[src/iesc_pkg.sv]
// Package for the interrupt enable set/clear register block.
// Assumes one APB clock domain; all offsets are byte addresses.
`default_nettype none

package iesc_pkg;

	// ==========================================================
	// Geometry
	localparam int IESC_WORDS       = 4;
	localparam int IESC_DATA_W      = 32;
	localparam int IESC_ADDR_W      = 12;
	localparam int IESC_NUM_IRQ     = IESC_WORDS * IESC_DATA_W;

	// ==========================================================
	// Register map
	localparam logic [11:0] IESC_SET_BASE   = 12'h000;
	localparam logic [11:0] IESC_CLR_BASE   = 12'h020;
	localparam logic [11:0] IESC_VIEW_MASK  = 12'hFE0;
	localparam int          IESC_IDX_LSB    = 2;
	localparam int          IESC_IDX_MSB    = 4;

	// ==========================================================
	// Implemented enable positions per word (word 1 first)
	localparam logic [31:0] IESC_IMPL_W1    = 32'h7FFFC0FF;
	localparam logic [31:0] IESC_IMPL_W2    = 32'h0CFFFFEF;
	localparam logic [31:0] IESC_IMPL_W3    = 32'h00FF3C00;
	localparam logic [31:0] IESC_IMPL_W4    = 32'h0000000C;
	localparam logic [IESC_WORDS-1:0][31:0] IESC_IMPL_MASK =
		{IESC_IMPL_W4, IESC_IMPL_W3, IESC_IMPL_W2, IESC_IMPL_W1};

	// ==========================================================
	// Reset values
	localparam logic [31:0] IESC_EN_RESET   = 32'h00000000;
	localparam logic [31:0] IESC_RD_RESET   = 32'h00000000;

	// ==========================================================
	// State types
	typedef struct packed {
		logic [31:0] en;
	} iesc_word_s;

	typedef struct packed {
		logic [31:0]            prdata;
		logic                   pready;
		logic                   pslverr;
		logic [IESC_NUM_IRQ-1:0] req_s1;
		logic [IESC_NUM_IRQ-1:0] req_s2;
		logic [IESC_NUM_IRQ-1:0] req_s3;
		logic [IESC_NUM_IRQ-1:0] req_stable;
		logic [IESC_NUM_IRQ-1:0] req_active;
	} iesc_top_s;

endpackage : iesc_pkg

`default_nettype wire

[src/iesc_top.sv]
// Interrupt enable set/clear register block with APB slave port.
// Assumes an APB master on pclk and interrupt request lines from
// outside this clock domain.
//
// Contract
// - Set word 4 bits 3 and 2 enable interrupts 99 and 98.
// - Writing one to a set view bit enables; zero leaves it alone.
// - Reading a set view returns current enable state per interrupt.
// - Clear word 1 bits 30 to 14 map to interrupts 30 to 14.
// - Clear word 1 bits 7 to 0 map to interrupts 7 to 0.
// - Writing one to a clear view bit disables; zero leaves it alone.
// - Reading a clear view also returns current enable state.
//
// The placing of the registers and register access over APB are this design's own decisions.
`default_nettype none

module iesc_top
	import iesc_pkg::*;
#(
	parameter int NUM_WORDS = IESC_WORDS
) (
	input  wire logic                    pclk,
	input  wire logic                    presetn,
	input  wire logic                    psel,
	input  wire logic                    penable,
	input  wire logic                    pwrite,
	input  wire logic [IESC_ADDR_W-1:0]  paddr,
	input  wire logic [31:0]             pwdata,
	output logic      [31:0]             prdata,
	output logic                         pready,
	output logic                         pslverr,
	input  wire logic [IESC_NUM_IRQ-1:0] irq_req,
	output logic      [IESC_NUM_IRQ-1:0] irq_enable,
	output logic      [IESC_NUM_IRQ-1:0] irq_active
);

	iesc_top_s state_r;
	iesc_top_s state_nxt;

	logic [1:0]             word_idx;
	logic                   idx_ok;
	logic                   hit_set;
	logic                   hit_clr;
	logic                   access;
	logic                   commit;
	logic [NUM_WORDS-1:0]   set_we;
	logic [NUM_WORDS-1:0]   clr_we;
	logic [NUM_WORDS-1:0][31:0] en_word;
	logic [31:0]            rd_word;

	// ==========================================================
	// Address decode
	// Bit 4 of the index must be zero, so only words 0..3 exist
	assign word_idx = paddr[IESC_IDX_MSB-1:IESC_IDX_LSB];
	assign idx_ok   = (paddr[IESC_IDX_MSB] == 1'b0);
	assign hit_set  = idx_ok && ((paddr & IESC_VIEW_MASK) == IESC_SET_BASE);
	assign hit_clr  = idx_ok && ((paddr & IESC_VIEW_MASK) == IESC_CLR_BASE);
	assign access   = psel && penable;
	// One wait state: the transfer completes when pready is already high
	assign commit   = access && state_r.pready;

	// ==========================================================
	// Write strobes, one per word and view
	always_comb begin
		set_we = '0;
		clr_we = '0;
		if (commit && pwrite && !state_r.pslverr) begin
			set_we[word_idx] = hit_set;
			clr_we[word_idx] = hit_clr;
		end
	end

	// ==========================================================
	// Enable storage, word w holds interrupts 32*w .. 32*w+31
	for (genvar w = 0; w < NUM_WORDS; w++) begin : g_word
		iesc_enable_word #(
			.IMPL_MASK (IESC_IMPL_MASK[w])
		) u_word (
			.pclk      (pclk),
			.presetn   (presetn),
			.set_we    (set_we[w]),
			.clr_we    (clr_we[w]),
			.wdata     (pwdata),
			.en        (en_word[w])
		);
		assign irq_enable[32*w +: 32] = en_word[w];
	end

	// ==========================================================
	// Read view, identical for set and clear addresses
	always_comb begin
		rd_word = IESC_RD_RESET;
		if (hit_set || hit_clr) begin
			rd_word = en_word[word_idx];
		end
	end

	// ==========================================================
	// Next state: bus answer and request qualification
	always_comb begin
		state_nxt = state_r;

		// Bus answer, prepared during the first access cycle
		if (access && !state_r.pready) begin
			state_nxt.pready  = 1'b1;
			state_nxt.pslverr = !(hit_set || hit_clr);
			state_nxt.prdata  = (!pwrite) ? rd_word : IESC_RD_RESET;
		end else begin
			state_nxt.pready  = 1'b0;
			state_nxt.pslverr = 1'b0;
			state_nxt.prdata  = IESC_RD_RESET;
		end

		// Requests arrive asynchronously; accept a level once two stages agree
		state_nxt.req_s1 = irq_req;
		state_nxt.req_s2 = state_r.req_s1;
		state_nxt.req_s3 = state_r.req_s2;
		for (int i = 0; i < IESC_NUM_IRQ; i++) begin
			if (state_r.req_s2[i] == state_r.req_s3[i]) begin
				state_nxt.req_stable[i] = state_r.req_s3[i];
			end
		end

		// A disabled interrupt stops reaching the core one cycle after its enable clears
		state_nxt.req_active = state_r.req_stable & irq_enable;
	end

	// ==========================================================
	// State register
	always_ff @(posedge pclk or negedge presetn) begin
		if (!presetn) begin
			state_r.prdata     <= IESC_RD_RESET;
			state_r.pready     <= 1'b0;
			state_r.pslverr    <= 1'b0;
			state_r.req_s1     <= '0;
			state_r.req_s2     <= '0;
			state_r.req_s3     <= '0;
			state_r.req_stable <= '0;
			state_r.req_active <= '0;
		end else begin
			state_r <= state_nxt;
		end
	end

	// ==========================================================
	// Outputs
	assign prdata     = state_r.prdata;
	assign pready     = state_r.pready;
	assign pslverr    = state_r.pslverr;
	assign irq_active = state_r.req_active;

endmodule : iesc_top

`default_nettype wire

[src/iesc_enable_word.sv]
// One 32-bit word of interrupt enable flip-flops.
// Assumes set and clear strobes are one-cycle pulses in the pclk domain.
`default_nettype none

module iesc_enable_word
	import iesc_pkg::*;
#(
	parameter logic [31:0] IMPL_MASK = 32'hFFFFFFFF
) (
	input  wire logic        pclk,
	input  wire logic        presetn,
	input  wire logic        set_we,
	input  wire logic        clr_we,
	input  wire logic [31:0] wdata,
	output logic      [31:0] en
);

	iesc_word_s state_r;
	iesc_word_s state_nxt;

	// ==========================================================
	// Next state
	always_comb begin
		state_nxt = state_r;
		for (int b = 0; b < 32; b++) begin
			if (!IMPL_MASK[b]) begin
				state_nxt.en[b] = 1'b0;
			end else if (set_we && wdata[b]) begin
				state_nxt.en[b] = 1'b1;
			end else if (clr_we && wdata[b]) begin
				state_nxt.en[b] = 1'b0;
			end
		end
	end

	// ==========================================================
	// Storage, one flop per interrupt shared by both views
	always_ff @(posedge pclk or negedge presetn) begin
		if (!presetn) begin
			state_r.en <= IESC_EN_RESET;
		end else begin
			state_r <= state_nxt;
		end
	end

	assign en = state_r.en;

endmodule : iesc_enable_word

`default_nettype wire

[config.mk]
export PLATFORM = sky130hd
export DESIGN_NAME = iesc_top
export DESIGN_NICKNAME = d
export VERILOG_FILES = /design/src/iesc_pkg.sv /design/src/iesc_top.sv /design/src/iesc_enable_word.sv
export SDC_FILE = /design/constraint.sdc
export NUM_CORES = 1
export LEC_CHECK = 0
export BUFFER_PORTS_ARGS = -buffer_cell sky130_fd_sc_hd__buf_2
export CAP_MARGIN = 20
export CORE_MARGIN = 2
export CORE_UTILIZATION = 60
export CTS_BUF_LIST = sky130_fd_sc_hd__clkbuf_4
export CTS_CLUSTER_DIAMETER = 30
export CTS_CLUSTER_SIZE = 20
export DETAILED_ROUTE_END_ITERATION = 8
export GPL_ROUTABILITY_DRIVEN = 0
export PLACE_DENSITY = 0.82
export SLEW_MARGIN = 20
export SYNTH_ARGS = -nofsm -noshare
export SYNTH_HDL_FRONTEND = slang
export SYNTH_HIERARCHICAL = 1
export SYNTH_SLANG_ARGS = --single-unit
[constraint.sdc]
create_clock -name pclk -period 4.7 [get_ports pclk]
set_input_delay 1.175 -clock pclk [delete_from_list [all_inputs] [get_ports pclk]]
set_output_delay 1.175 -clock pclk [all_outputs]
set_load 0.01 [all_outputs]
==> run summary, run 1 <==
The run finished with clean final reports. The detailed router's first-iteration violation count is 859. The startpoint identified for the worst hold timing path is state_nxt[482].

The number of H-tree branching levels came out at 3. After detailed routing, the number of remaining DRC violations is 0. The max capacitance violation total is 0. The kind of end point of the critical path is a primary output. The maximum net fanout on the critical path came out at 4. Wires add up to 53.5 mm.

In this run the clock root is driven by a sky130_fd_sc_hd__clkbuf_4. The worst path required time is 3.52 ns. In this run the count of I/O pins placed on the die edge is 467.

Derived from the worst setup path, the maximum achievable clock frequency is 362 MHz. The detailed router placed 12700 vias in this run. The distinct cell type count after synthesis is 27.

The number of optimization iterations in the first detailed-route pass is 5. The detailed-placement wirelength estimate is 34.8 mm. In this design, the largest share of critical-path delay is due to flip-flops. The clock period could shrink to 2.76 ns. The standard cell core area came out at 40600 um2.

The relative slew slack is 19.6%. The tightest min-delay check is of the flip-flop to flip-flop type. Clock-pin slew was measured on the worst setup and hold paths at 0.12 ns.

The number of placement rows came out at 74. The critical path goes through buf_2. The flip-flop and latch count after synthesis is 738. TritonCTS built the clock tree. The count of warnings emitted by yosys came out at 6.

The number of buffers created by CTS is 112. The area of placed instances is 25800 um2. STA puts the critical path data arrival time at 1.59 ns. Summed over all failing endpoints, the final setup total negative slack is 0 ns. The via count of the first global-routing pass came out at 13600.

The overall overflow remaining after global route is 0. Setup violations remaining at the end of the flow were counted as 0. The power per cell area came out at 447 nW/um2. The number of buffers inserted by port buffering is 399. The proportion of synthesized chip area in sequential cells is 75.4%. The share of the clock period used by the worst path is 58.7%.

The number of nets at the end of the flow came out at 1992. The count of hold buffers inserted by post-cts repair is 0. Across the routed clock network, the largest skew measured is 0.0519 ns.

The tree built by TritonCTS fans out to 738 sinks. The synthesized netlist occupies a cell area of 24500 um2. The number of instances in the synthesized netlist came out at 1468. In this run the critical register-to-register path is launched from pready. The share of final-layout standard cells stronger than drive strength 1 is 35.0%. The first global-routing pass estimated 79.2 mm of wire.

The width of the die is 206 um. The cell area after layout is 27900 um2. The vias per cell came out at 5.17. The layout overhead on the synthesized area came out at 14.0%.

The post-route worst hold slack is 0.318 ns. The static leakage is 13.7 nW. The maximum vdd ir drop came out at 0.339 mV. The starting utilization of the core area came out at 60.4%. On the critical path, the stage with the largest delay is an instance of sky130_fd_sc_hd__dfrtp_1. The worst setup path is of the flip-flop to primary output kind. The number of gates resized after cts is 0.

The maximum cell stage delay along the critical path came out at 0.52 ns. After detailed routing, the average wire length per cell comes to 21.8 um. Setup repair after global routing left no endpoint under its margin. For the worst-skew pair, the clock arrives at the later sink with an insertion delay of 0.90 ns.

The floorplan step defined a die boundary enclosing 42500 um2. The pin count of the biggest net entering global routing came out at 114. The layout filler cell count is 2564.

The max-slew violation total from the final report is 0. STA classifies the critical path startpoint as a flip-flop. The number of buffers on the longest clock path is 3.

The worst path buffer plus inverter count came out at 1. At the pin with the least slew margin, the transition time is 1.21 ns. The combined global-route utilization of all metal layers came out at 25.5%. Once detail routing completed, the nets flagged for antenna violations numbered 0. In this run the post-CTS setup repair buffer count came out at 0. The mean instance size in the synthesized netlist came out at 16.7 um2.

The die span in y came out at 206 um. The startpoint of the worst setup timing path is g_word[1].u_word/en[26]. The count of final hold-check violations is 0.

The number of antenna violations at the first check in global routing was 11.
[cell usage in the layout (no fill, tap or decap), drive strengths merged, types with 32 or more instances in the layout]
| cell | synthesis | layout |
|---|---|---|
| a22o | 64 | 64 |
| buf | 245 | 429 |
| nand2 | 65 | 65 |
| and2 | 128 | 128 |
| dfrtp | 738 | 738 |
| conb | 4 | 64 |
| clkbuf | 11 | 123 |
| and4 | 32 | 32 |
| mux4 | 32 | 32 |
| maj3 | 128 | 128 |
[layout make-up]
class / count / area, um2 / share of cell area [%]
Timing Repair Buffer: 429 / 2310 / 8.27
Sequential cell: 738 / 18500 / 66.1
Tap cell: 532 / 666 / 2.38
Clock buffer: 123 / 923 / 3.31
Multi-Input combinational cell: 534 / 4370 / 15.7
Antenna cell: 14 / 35.0 / 0.125
Clock inverter: 89 / 1150 / 4.11
[stage by stage]
step | instances | utilization [%] | total power, W | worst slack (ns)
final | 2459 | 68.8 | 0.0125 | 1.94
after global routing | 2457 | 68.8 | 0.0130 | 1.81
after CTS | 2445 | 68.8 | 0.0126 | 1.83
after detailed placement | 2233 | 63.7 | 0.00748 | 1.39
after global placement | 2233 | 63.7 | 0.00744 | 1.46
after floorplan | 1528 | - | 0.00720 | 1.74
[power by group]
group          internal (W)  switching (W)  total [W]
registers           0.00666       0.000160    0.00682
clock network       0.00248        0.00263    0.00511
logic              0.000223       0.000331   0.000555
[cells by family (layout without fill, tap and decap cells)]
family          Yosys count  count (layout)  synth area share (%)
mux                      32              32                  3.08
fa+ha+maj               128             128                  5.23
other cells               4              78                0.0613
compound gates           65              65                  2.32
flops                   738             738                  75.4
buf+inv                 256             641                  7.88
simple gates            245             245                  6.03
[flip-flops by register name, summed over array words and instances, names as in the netlist]
signal,cells
state_r,256
g_word.u_word/en,64
irq_active,128
state_nxt,256
pready,1
prdata,32
pslverr,1
[final timing paths]
path,to,slack [ns],cells past startpoint
setup / recovery,irq_enable[58],1.94,1
hold / removal,state_nxt[354],0.32,0
setup reg to reg,g_word[1].u_word/en[10],2.61,4
hold reg to reg,state_nxt[354],0.32,0
max in group asynchronous,state_nxt[332],3.24,2
min in group asynchronous,state_nxt[447],0.36,1
[cell usage after synthesis, drive strengths merged]
library cell / n / area [um2]
nor2: 1 / 3.75
and2: 128 / 801
nand3: 1 / 5.00
nor4: 9 / 56.3
nand4b: 1 / 8.76
or4b: 2 / 20.0
dfrtp: 738 / 18500
and4bb: 1 / 12.5
or4: 2 / 18.8
a22o: 64 / 561
or4bb: 2 / 22.5
buf: 245 / 1890
nor3: 1 / 5.00
conb: 4 / 15.0
nand2: 65 / 244
maj3: 128 / 1280
clkbuf: 11 / 41.3
and4: 32 / 280
mux4: 32 / 754
a211oi: 1 / 7.51
[metal layers]
layer | vias to the layer above | global-route usage (%) | wire (um)
met5 | - | 0 | 26
met4 | 4 | 11.3 | 1520
met3 | 115 | 7.73 | 3950
met2 | 528 | 41.7 | 27200
met1 | 6603 | 31.8 | 20800
li1 | 5473 | - | -
Note: power is estimated with default switching activity, not from simulation.
==> run 2, diff against run 1 <==
--- a/config.mk
+++ b/config.mk
@@ -8,13 +8,13 @@
 export BUFFER_PORTS_ARGS = -buffer_cell sky130_fd_sc_hd__buf_2
 export CAP_MARGIN = 20
 export CORE_MARGIN = 2
-export CORE_UTILIZATION = 60
+export CORE_UTILIZATION = 58
 export CTS_BUF_LIST = sky130_fd_sc_hd__clkbuf_4
 export CTS_CLUSTER_DIAMETER = 30
 export CTS_CLUSTER_SIZE = 20
 export DETAILED_ROUTE_END_ITERATION = 8
 export GPL_ROUTABILITY_DRIVEN = 0
-export PLACE_DENSITY = 0.82
+export PLACE_DENSITY = 0.8
 export SLEW_MARGIN = 20
 export SYNTH_ARGS = -nofsm -noshare
 export SYNTH_HDL_FRONTEND = slang
==> constraint.sdc (replaced) <==
create_clock -name pclk -period 2.59 [get_ports pclk]
set_input_delay 0.6475 -clock pclk [delete_from_list [all_inputs] [get_ports pclk]]
set_output_delay 0.6475 -clock pclk [all_outputs]
set_load 0.01 [all_outputs]
==> run 2 against run 1 <==
  * Final area increased by 5.6%
  * Clock skew up 0.0027 ns
  * Register-to-register slack worse by 2.1 ns
  * Global-route usage up 2.7 points
  * Clock-buffer cell count increased by 4
  * Combinational power grew 130%
  * Sequential share of layout area down 3.5 points
  * First-iteration DRC count rose by 18%
  * Critical endpoint is now irq_enable[87]
  * Largest power group unchanged
  * Highest routed layer is now met4
==> run summary, run 2 (synthesis gave the netlist of run 1 again) <==
The static leakage is 14.3 nW (was 13.7 nW). The worst path buffer plus inverter count is 1 (unchanged). The relative slew slack is 53.2% (was 19.6%). The layout filler cell count came out at 2455 (was 2564). The I/O pin count came to 467 (unchanged). The number of buffers inserted by port buffering is 399 (unchanged). The max capacitance violation total came out at 0 (unchanged). The pin count of the biggest net entering global routing was 77 (was 114). The share of the clock period used by the worst path is 87.4%.

The detailed-placement wirelength estimate is 36.1 mm (was 34.8 mm). The post-placement cell count is 2252 (was 2233). The worst setup path category is flip-flop to primary output (unchanged). The final instance count without filler cells came out at 2625 (was 2459). The combined global-route utilization of all metal layers came to 28.2% (was 25.5%). The aggregate routed wire length is 59.9 mm (was 53.5 mm). The via count of the first global-routing pass came out at 15400 (was 13600). The number of placement rows is 75 (was 74). The maximum net fanout on the critical path is 4 (unchanged).

The average wire per cell in the routed design is 22.8 um (was 21.8 um). The post-route worst hold slack is 0.296 ns (was 0.318 ns). The share of final-layout standard cells stronger than drive strength 1 is 32.2% (was 35.0%). The family with the most delay on the worst path was flip-flops (unchanged). The critical path arrival came to 1.62 ns (was 1.59 ns). The number of H-tree branching levels is 3 (unchanged). The number of buffers created by CTS is 113 (was 112).

Static timing analysis puts the maximum clock frequency at 442 MHz. The count of antenna-violating nets left after detailed routing came to 0 (unchanged). The maximum cell stage delay along the critical path is 0.52 ns (about the same). The full die area came out at 43900 um2 (was 42500 um2). The library cell contributing the largest single delay on the critical path is sky130_fd_sc_hd__dfrtp_1 (unchanged).

The type of element launching the critical path is a flip-flop (unchanged). The CTS tree is done (unchanged). The number of nets at the end of the flow came out at 2167 (was 1992). The number of design rule violations left after detail routing came out at 0 (unchanged). The share of the core filled with cells in the final layout is 70.5% (was 68.8%). Counting I/O delays and the setup requirement, the final critical path takes 2.26 ns. The type of the worst min-delay path is input port to asynchronous set/reset pin (was flip-flop to flip-flop).

The number of antenna violations at the first check in global routing is 4 (was 11). The starting utilization of the core area came out at 58.5% (was 60.4%). The master cell of the clock root buffer was sky130_fd_sc_hd__clkbuf_4 (unchanged). The most frequent standard cell in the layout excluding fill and tap cells is sky130_fd_sc_hd__dfrtp_1 (unchanged). The global-route wire length before repair came out at 91.5 mm (was 79.2 mm).

The clock latency reported for the late side of the worst-skew pair came out at 0.90 ns (about the same). Most frequent cells in the layout: sky130_fd_sc_hd__dfrtp_1, sky130_fd_sc_hd__buf_2, sky130_fd_sc_hd__dlygate4sd3_1 (was sky130_fd_sc_hd__dfrtp_1, sky130_fd_sc_hd__buf_2, sky130_fd_sc_hd__and2_1, sky130_fd_sc_hd__maj3_1, sky130_fd_sc_hd__clkbuf_4). The kind of end point of the critical path is a primary output (unchanged). The vias per cell is 5.26 (was 5.17). The total power of the final layout came to 0.0224 W (was 0.0125 W). The worst path required time came out at 1.94 ns (was 3.52 ns).

The number of buffers on the longest clock path is 3 (unchanged). The max-slew violation total from the final report came out at 0 (unchanged). The die span in y came out at 210 um (was 206 um). The clock sink count came out at 738 (unchanged).

The overall overflow remaining after global route was 0 (unchanged). The worst clock skew on the final layout came to 0.0546 ns (was 0.0519 ns). The width of the die is 210 um (was 206 um).

The standard cell core area came out at 41900 um2 (was 40600 um2). The maximum vdd ir drop was 0.678 mV (was 0.339 mV). The detailed router's first-iteration violation count came out at 1017 (was 859). The buffers inserted during post-CTS setup optimization is 0 (unchanged).

Unrepaired setup endpoints after global routing: false (unchanged). The clock transition at the registers of the reported paths is 0.14 ns (was 0.12 ns). The layout overhead on the synthesized area is 20.4% (was 14.0%). Critical path, cell by cell: buf_2 (unchanged).

The summed negative setup slack over all endpoints is 0 ns (unchanged). The actual transition at the worst max-transition pin came out at 0.701 ns (was 1.21 ns). The number of vias in the routed layout is 13800 (was 12700). The final setup violation count came out at 0 (unchanged).

The count of final hold-check violations came out at 0 (unchanged). The power per cell area is 761 nW/um2 (was 447 nW/um2). Run status: finished clean (unchanged).

The number of optimization iterations in the first detailed-route pass was 5 (unchanged).
run 2: metrics by stage:
stage	worst slack, ns	area, um2
6_report	0.327	29500
5_1_grt	0.187	29500
4_1_cts	0.194	29500
3_5_place_dp	-0.194	26000
3_3_place_gp	-0.0525	26000
2_1_floorplan	0.161	24700
run 2: worst register-to-register path, delay by kind of cell, from the launching register on:
family | cells | cell delay (ns)
compound gates | 1 | 0.20
buf+inv | 1 | 0.36
flops | 1 | 0.52
simple gates | 3 | 0.83
run 2: path summary, 6_finish.rpt:
check / endpoint / slack, ns / startpoint / cells past startpoint
max: irq_enable[87] / 0.33 / g_word[2].u_word/en[23] / 1
min: state_nxt[313] / 0.30 / presetn / 2
max reg2reg: g_word[0].u_word/en[15] / 0.53 / pready / 5
min reg2reg: state_nxt[364] / 0.33 / state_nxt[492] / 0
max in group asynchronous: state_r[148] / 1.37 / presetn / 3
min in group pclk: prdata[30] / 0.31 / paddr[4] / 4
run 2: what timing repair did:
action                                  in CTS  in global routing
endpoints found under the setup margin       0                  0
endpoints found under the hold margin      222                  0
resized for setup                            0                  0
hold buffers                               162                  0
run 2: cell type report:
cell class / instances / area [um2] / share of cell area, %
sequential: 738 / 18500 / 62.6
clock buffer: 127 / 953 / 3.23
timing repair buffer: 603 / 4090 / 13.9
multi-input combinational: 534 / 4370 / 14.8
tap: 539 / 674 / 2.29
clock inverter: 80 / 923 / 3.13
antenna: 4 / 10.0 / 0.0339
run 2: power breakdown:
part	internal (W)	leakage [nW]	switching [W]	total, W
Combinational	0.000580	4.29	0.000678	0.00126
Clock	0.00419	0.995	0.00459	0.00878
Sequential	0.0121	9.06	0.000304	0.0124
Total	0.0169	14.3	0.00557	0.0224
run 2: metal layers:
metal | part of all wire, % | vias to the layer above | global-route usage, %
met3 | 6.8 | 187 | 7.21
met5 | 0 | - | 0
li1 | - | 5804 | -
met2 | 51 | 656 | 46.7
met4 | 4.5 | 0 | 14.6
met1 | 38 | 7161 | 34.7
==> run 3, diff against run 2 <==
--- a/config.mk
+++ b/config.mk
@@ -7,14 +7,16 @@
 export LEC_CHECK = 0
 export BUFFER_PORTS_ARGS = -buffer_cell sky130_fd_sc_hd__buf_2
 export CAP_MARGIN = 20
+export CELL_PAD_IN_SITES_DETAIL_PLACEMENT = 1
+export CELL_PAD_IN_SITES_GLOBAL_PLACEMENT = 2
 export CORE_MARGIN = 2
-export CORE_UTILIZATION = 58
+export CORE_UTILIZATION = 42
 export CTS_BUF_LIST = sky130_fd_sc_hd__clkbuf_4
 export CTS_CLUSTER_DIAMETER = 30
 export CTS_CLUSTER_SIZE = 20
 export DETAILED_ROUTE_END_ITERATION = 8
 export GPL_ROUTABILITY_DRIVEN = 0
-export PLACE_DENSITY = 0.8
+export PLACE_DENSITY = 0.81
 export SLEW_MARGIN = 20
 export SYNTH_ARGS = -nofsm -noshare
 export SYNTH_HDL_FRONTEND = slang
==> run 3 against run 2 <==
  * Global-route usage fell by 6.2 points
  * Non-clock buffer count rose by 9
  * Critical path depth did not move
  * Combinational power barely moved
  * Utilization fell by 18 points
  * Total power rose by 6.5%
  * Sequential power barely moved
  * Worst hold slack got worse by 0.071 ns
  * Clock skew rose by 0.0060 ns
  * Via count fell by 0.78%
  * Register-to-register slack got worse by 0.02 ns
  * Largest power group unchanged
==> run summary, run 3 (synthesis gave the netlist of run 1 again) <==
The die span in y came to 245 um (was 210 um). The layout overhead on the synthesized area came out at 23.8% (was 20.4%). The aggregate routed wire length came out at 64.6 mm (was 59.9 mm).

The global-route wire length before repair is 97.1 mm (was 91.5 mm). The combined global-route utilization of all metal layers came out at 21.9% (was 28.2%). The number of design rule violations left after detail routing came out at 0 (unchanged). The maximum vdd ir drop came to 0.483 mV (was 0.678 mV). The vias per cell was 4.68 (was 5.26). The cell area after layout came out at 30300 um2 (was 29500 um2). The worst clock skew on the final layout is 0.0606 ns (was 0.0546 ns). The worst path buffer plus inverter count is 1 (unchanged). The count of antenna-violating nets left after detailed routing came to 0 (unchanged). The minimum setup slack after placement is -0.173 ns (was -0.194 ns). The detailed-placement wirelength estimate came to 42.0 mm (was 36.1 mm). The maximum net fanout on the critical path came out at 8 (was 4). The library cell contributing the largest single delay on the critical path is sky130_fd_sc_hd__dfrtp_1 (unchanged). Unrepaired setup endpoints after global routing: false (unchanged). Run status: finished clean (unchanged). The worst setup path category is flip-flop to primary output (unchanged).

The starting utilization of the core area came out at 42.5% (was 58.5%). The post-placement cell count came to 2487 (was 2252). The CTS tree was done (unchanged). The kind of end point of the critical path was a primary output (unchanged). The type of the worst min-delay path is input port to asynchronous set/reset pin (unchanged). The width of the die is 245 um (was 210 um). The setup slack of the worst register-to-register path is 0.51 ns (was 0.53 ns). The power per cell area is 788 nW/um2 (was 761 nW/um2). Critical path, cell by cell: buf_2 (unchanged). The number of buffers on the longest clock path is 3 (unchanged). The detailed router's first-iteration violation count came out at 623 (was 1017). The type of element launching the critical path is a flip-flop (unchanged). The buffers inserted during post-CTS setup optimization came out at 0 (unchanged).

The share of final-layout standard cells stronger than drive strength 1 was 33.9% (was 32.2%). The number of vias in the routed layout is 13700 (was 13800). The clock transition at the registers of the reported paths is 0.09 ns (was 0.14 ns). The area of placed instances is 26300 um2 (was 26000 um2). The time the final worst path needs with I/O delays and setup is 2.30 ns (was 2.26 ns). The number of nets at the end of the flow is 2208 (was 2167). The actual transition at the worst max-transition pin is 0.570 ns (was 0.701 ns). The number of optimization iterations in the first detailed-route pass came out at 6 (was 5). The standard cell core area came out at 57700 um2 (was 41900 um2).

The number of buffers created by CTS is 145 (was 113). The I/O pin count was 467 (unchanged). The total power of the final layout is 0.0239 W (was 0.0224 W). The number of H-tree branching levels is 4 (was 3). The upper clock frequency limit came to 435 MHz (was 442 MHz). The critical path arrival is 1.65 ns (was 1.62 ns). The static leakage is 14.7 nW (was 14.3 nW). The worst path required time came out at 1.94 ns (about the same). The family with the most delay on the worst path is flip-flops (unchanged). The via count of the first global-routing pass came to 16000 (was 15400). The number of buffers inserted by port buffering came out at 399 (unchanged). The final instance count without filler cells is 2926 (was 2625). The full die area came to 60300 um2 (was 43900 um2). The max capacitance violation total is 0 (unchanged). The clock latency reported for the late side of the worst-skew pair is 0.97 ns (was 0.90 ns). The master cell of the clock root buffer is sky130_fd_sc_hd__clkbuf_4 (unchanged).

The share of the clock period used by the worst path is 88.7% (was 87.4%). Most frequent cells in the layout: sky130_fd_sc_hd__dfrtp_1, sky130_fd_sc_hd__buf_2, sky130_fd_sc_hd__dlygate4sd3_1 (unchanged). The most frequent standard cell in the layout excluding fill and tap cells is sky130_fd_sc_hd__dfrtp_1 (unchanged). The worst-case setup margin in the final layout was 0.293 ns (was 0.327 ns). The pin count of the biggest net entering global routing is 92 (was 77). The final setup violation count is 0 (unchanged). The max-slew violation total from the final report was 0 (unchanged).

The average wire per cell in the routed design came to 22.1 um (was 22.8 um). The relative slew slack is 62.0% (was 53.2%). The maximum cell stage delay along the critical path came out at 0.49 ns (was 0.52 ns). The number of placement rows is 88 (was 75). The overall overflow remaining after global route came out at 0 (unchanged). The count of final hold-check violations is 0 (unchanged). The post-route worst hold slack came out at 0.225 ns (was 0.296 ns). The clock sink count is 738 (unchanged). The number of antenna violations at the first check in global routing came to 11 (was 4).
run 3: cell count changes in the layout (fill, tap and decap cells not counted), moves of 5 or more:
cell	delta
sky130_fd_sc_hd__clkbuf_4	+23
sky130_fd_sc_hd__buf_4	+11
sky130_fd_sc_hd__clkinv_1	+11
sky130_fd_sc_hd__bufinv_16	+5
sky130_fd_sc_hd__diode_2	+7
sky130_fd_sc_hd__clkinv_2	+16
run 3: worst paths after layout:
kind,startpoint,endpoint,cells after the start
worst max-delay path,pready,pready,1
worst min register to register,state_nxt[423],state_nxt[295],0
worst max register to register,pready,g_word[1].u_word/en[13],4
worst min-delay path,presetn,state_r[319],2
max in group asynchronous,presetn,state_r[344],3
min in group pclk,paddr[4],prdata[10],4
run 3: layer usage:
metal  vias up  routed length (um)  track usage (%)
li1       5892                   -                -
met1      7240               25000             25.5
met2       436               33800             37.5
met3       126                3990             6.80
met4         6                1710             9.43
met5         -                  45                0
run 3: per-stage QoR:
step	utilization, %	TNS [ns]
floorplan	-	0
global placement	45.6	-4.46
detailed placement	45.6	-6.97
CTS	52.5	0
global route	52.5	0
finish	52.5	0
run 3: worst reg2reg max path: cells and delay by family (launching register included):
family                 cells  cell delay (ns)
and+or+nand+nor            2             1.02
DFF                        1             0.49
buffers and inverters      1             0.32
AOI/OAI and AO/OA          1             0.19
run 3: layout make-up:
| type | instances | area (um2) |
|---|---|---|
| antenna | 11 | 27.5 |
| clock inverter | 116 | 1210 |
| clock buffer | 150 | 1130 |
| tap | 765 | 957 |
| timing repair buffer | 612 | 4150 |
| sequential | 738 | 18500 |
| multi-input combinational | 534 | 4370 |
| fill | 5721 | 27400 |
run 3: where the power goes:
group	switching (W)	internal [W]	total, W
registers	0.000299	0.0121	0.0124
logic	0.000688	0.000587	0.00127
clock network	0.00501	0.00522	0.0102
run 3: repair_timing:
item	CTS	global route
hold buffers	162	0
resized for setup	0	0
hold endpoints to repair	479	0
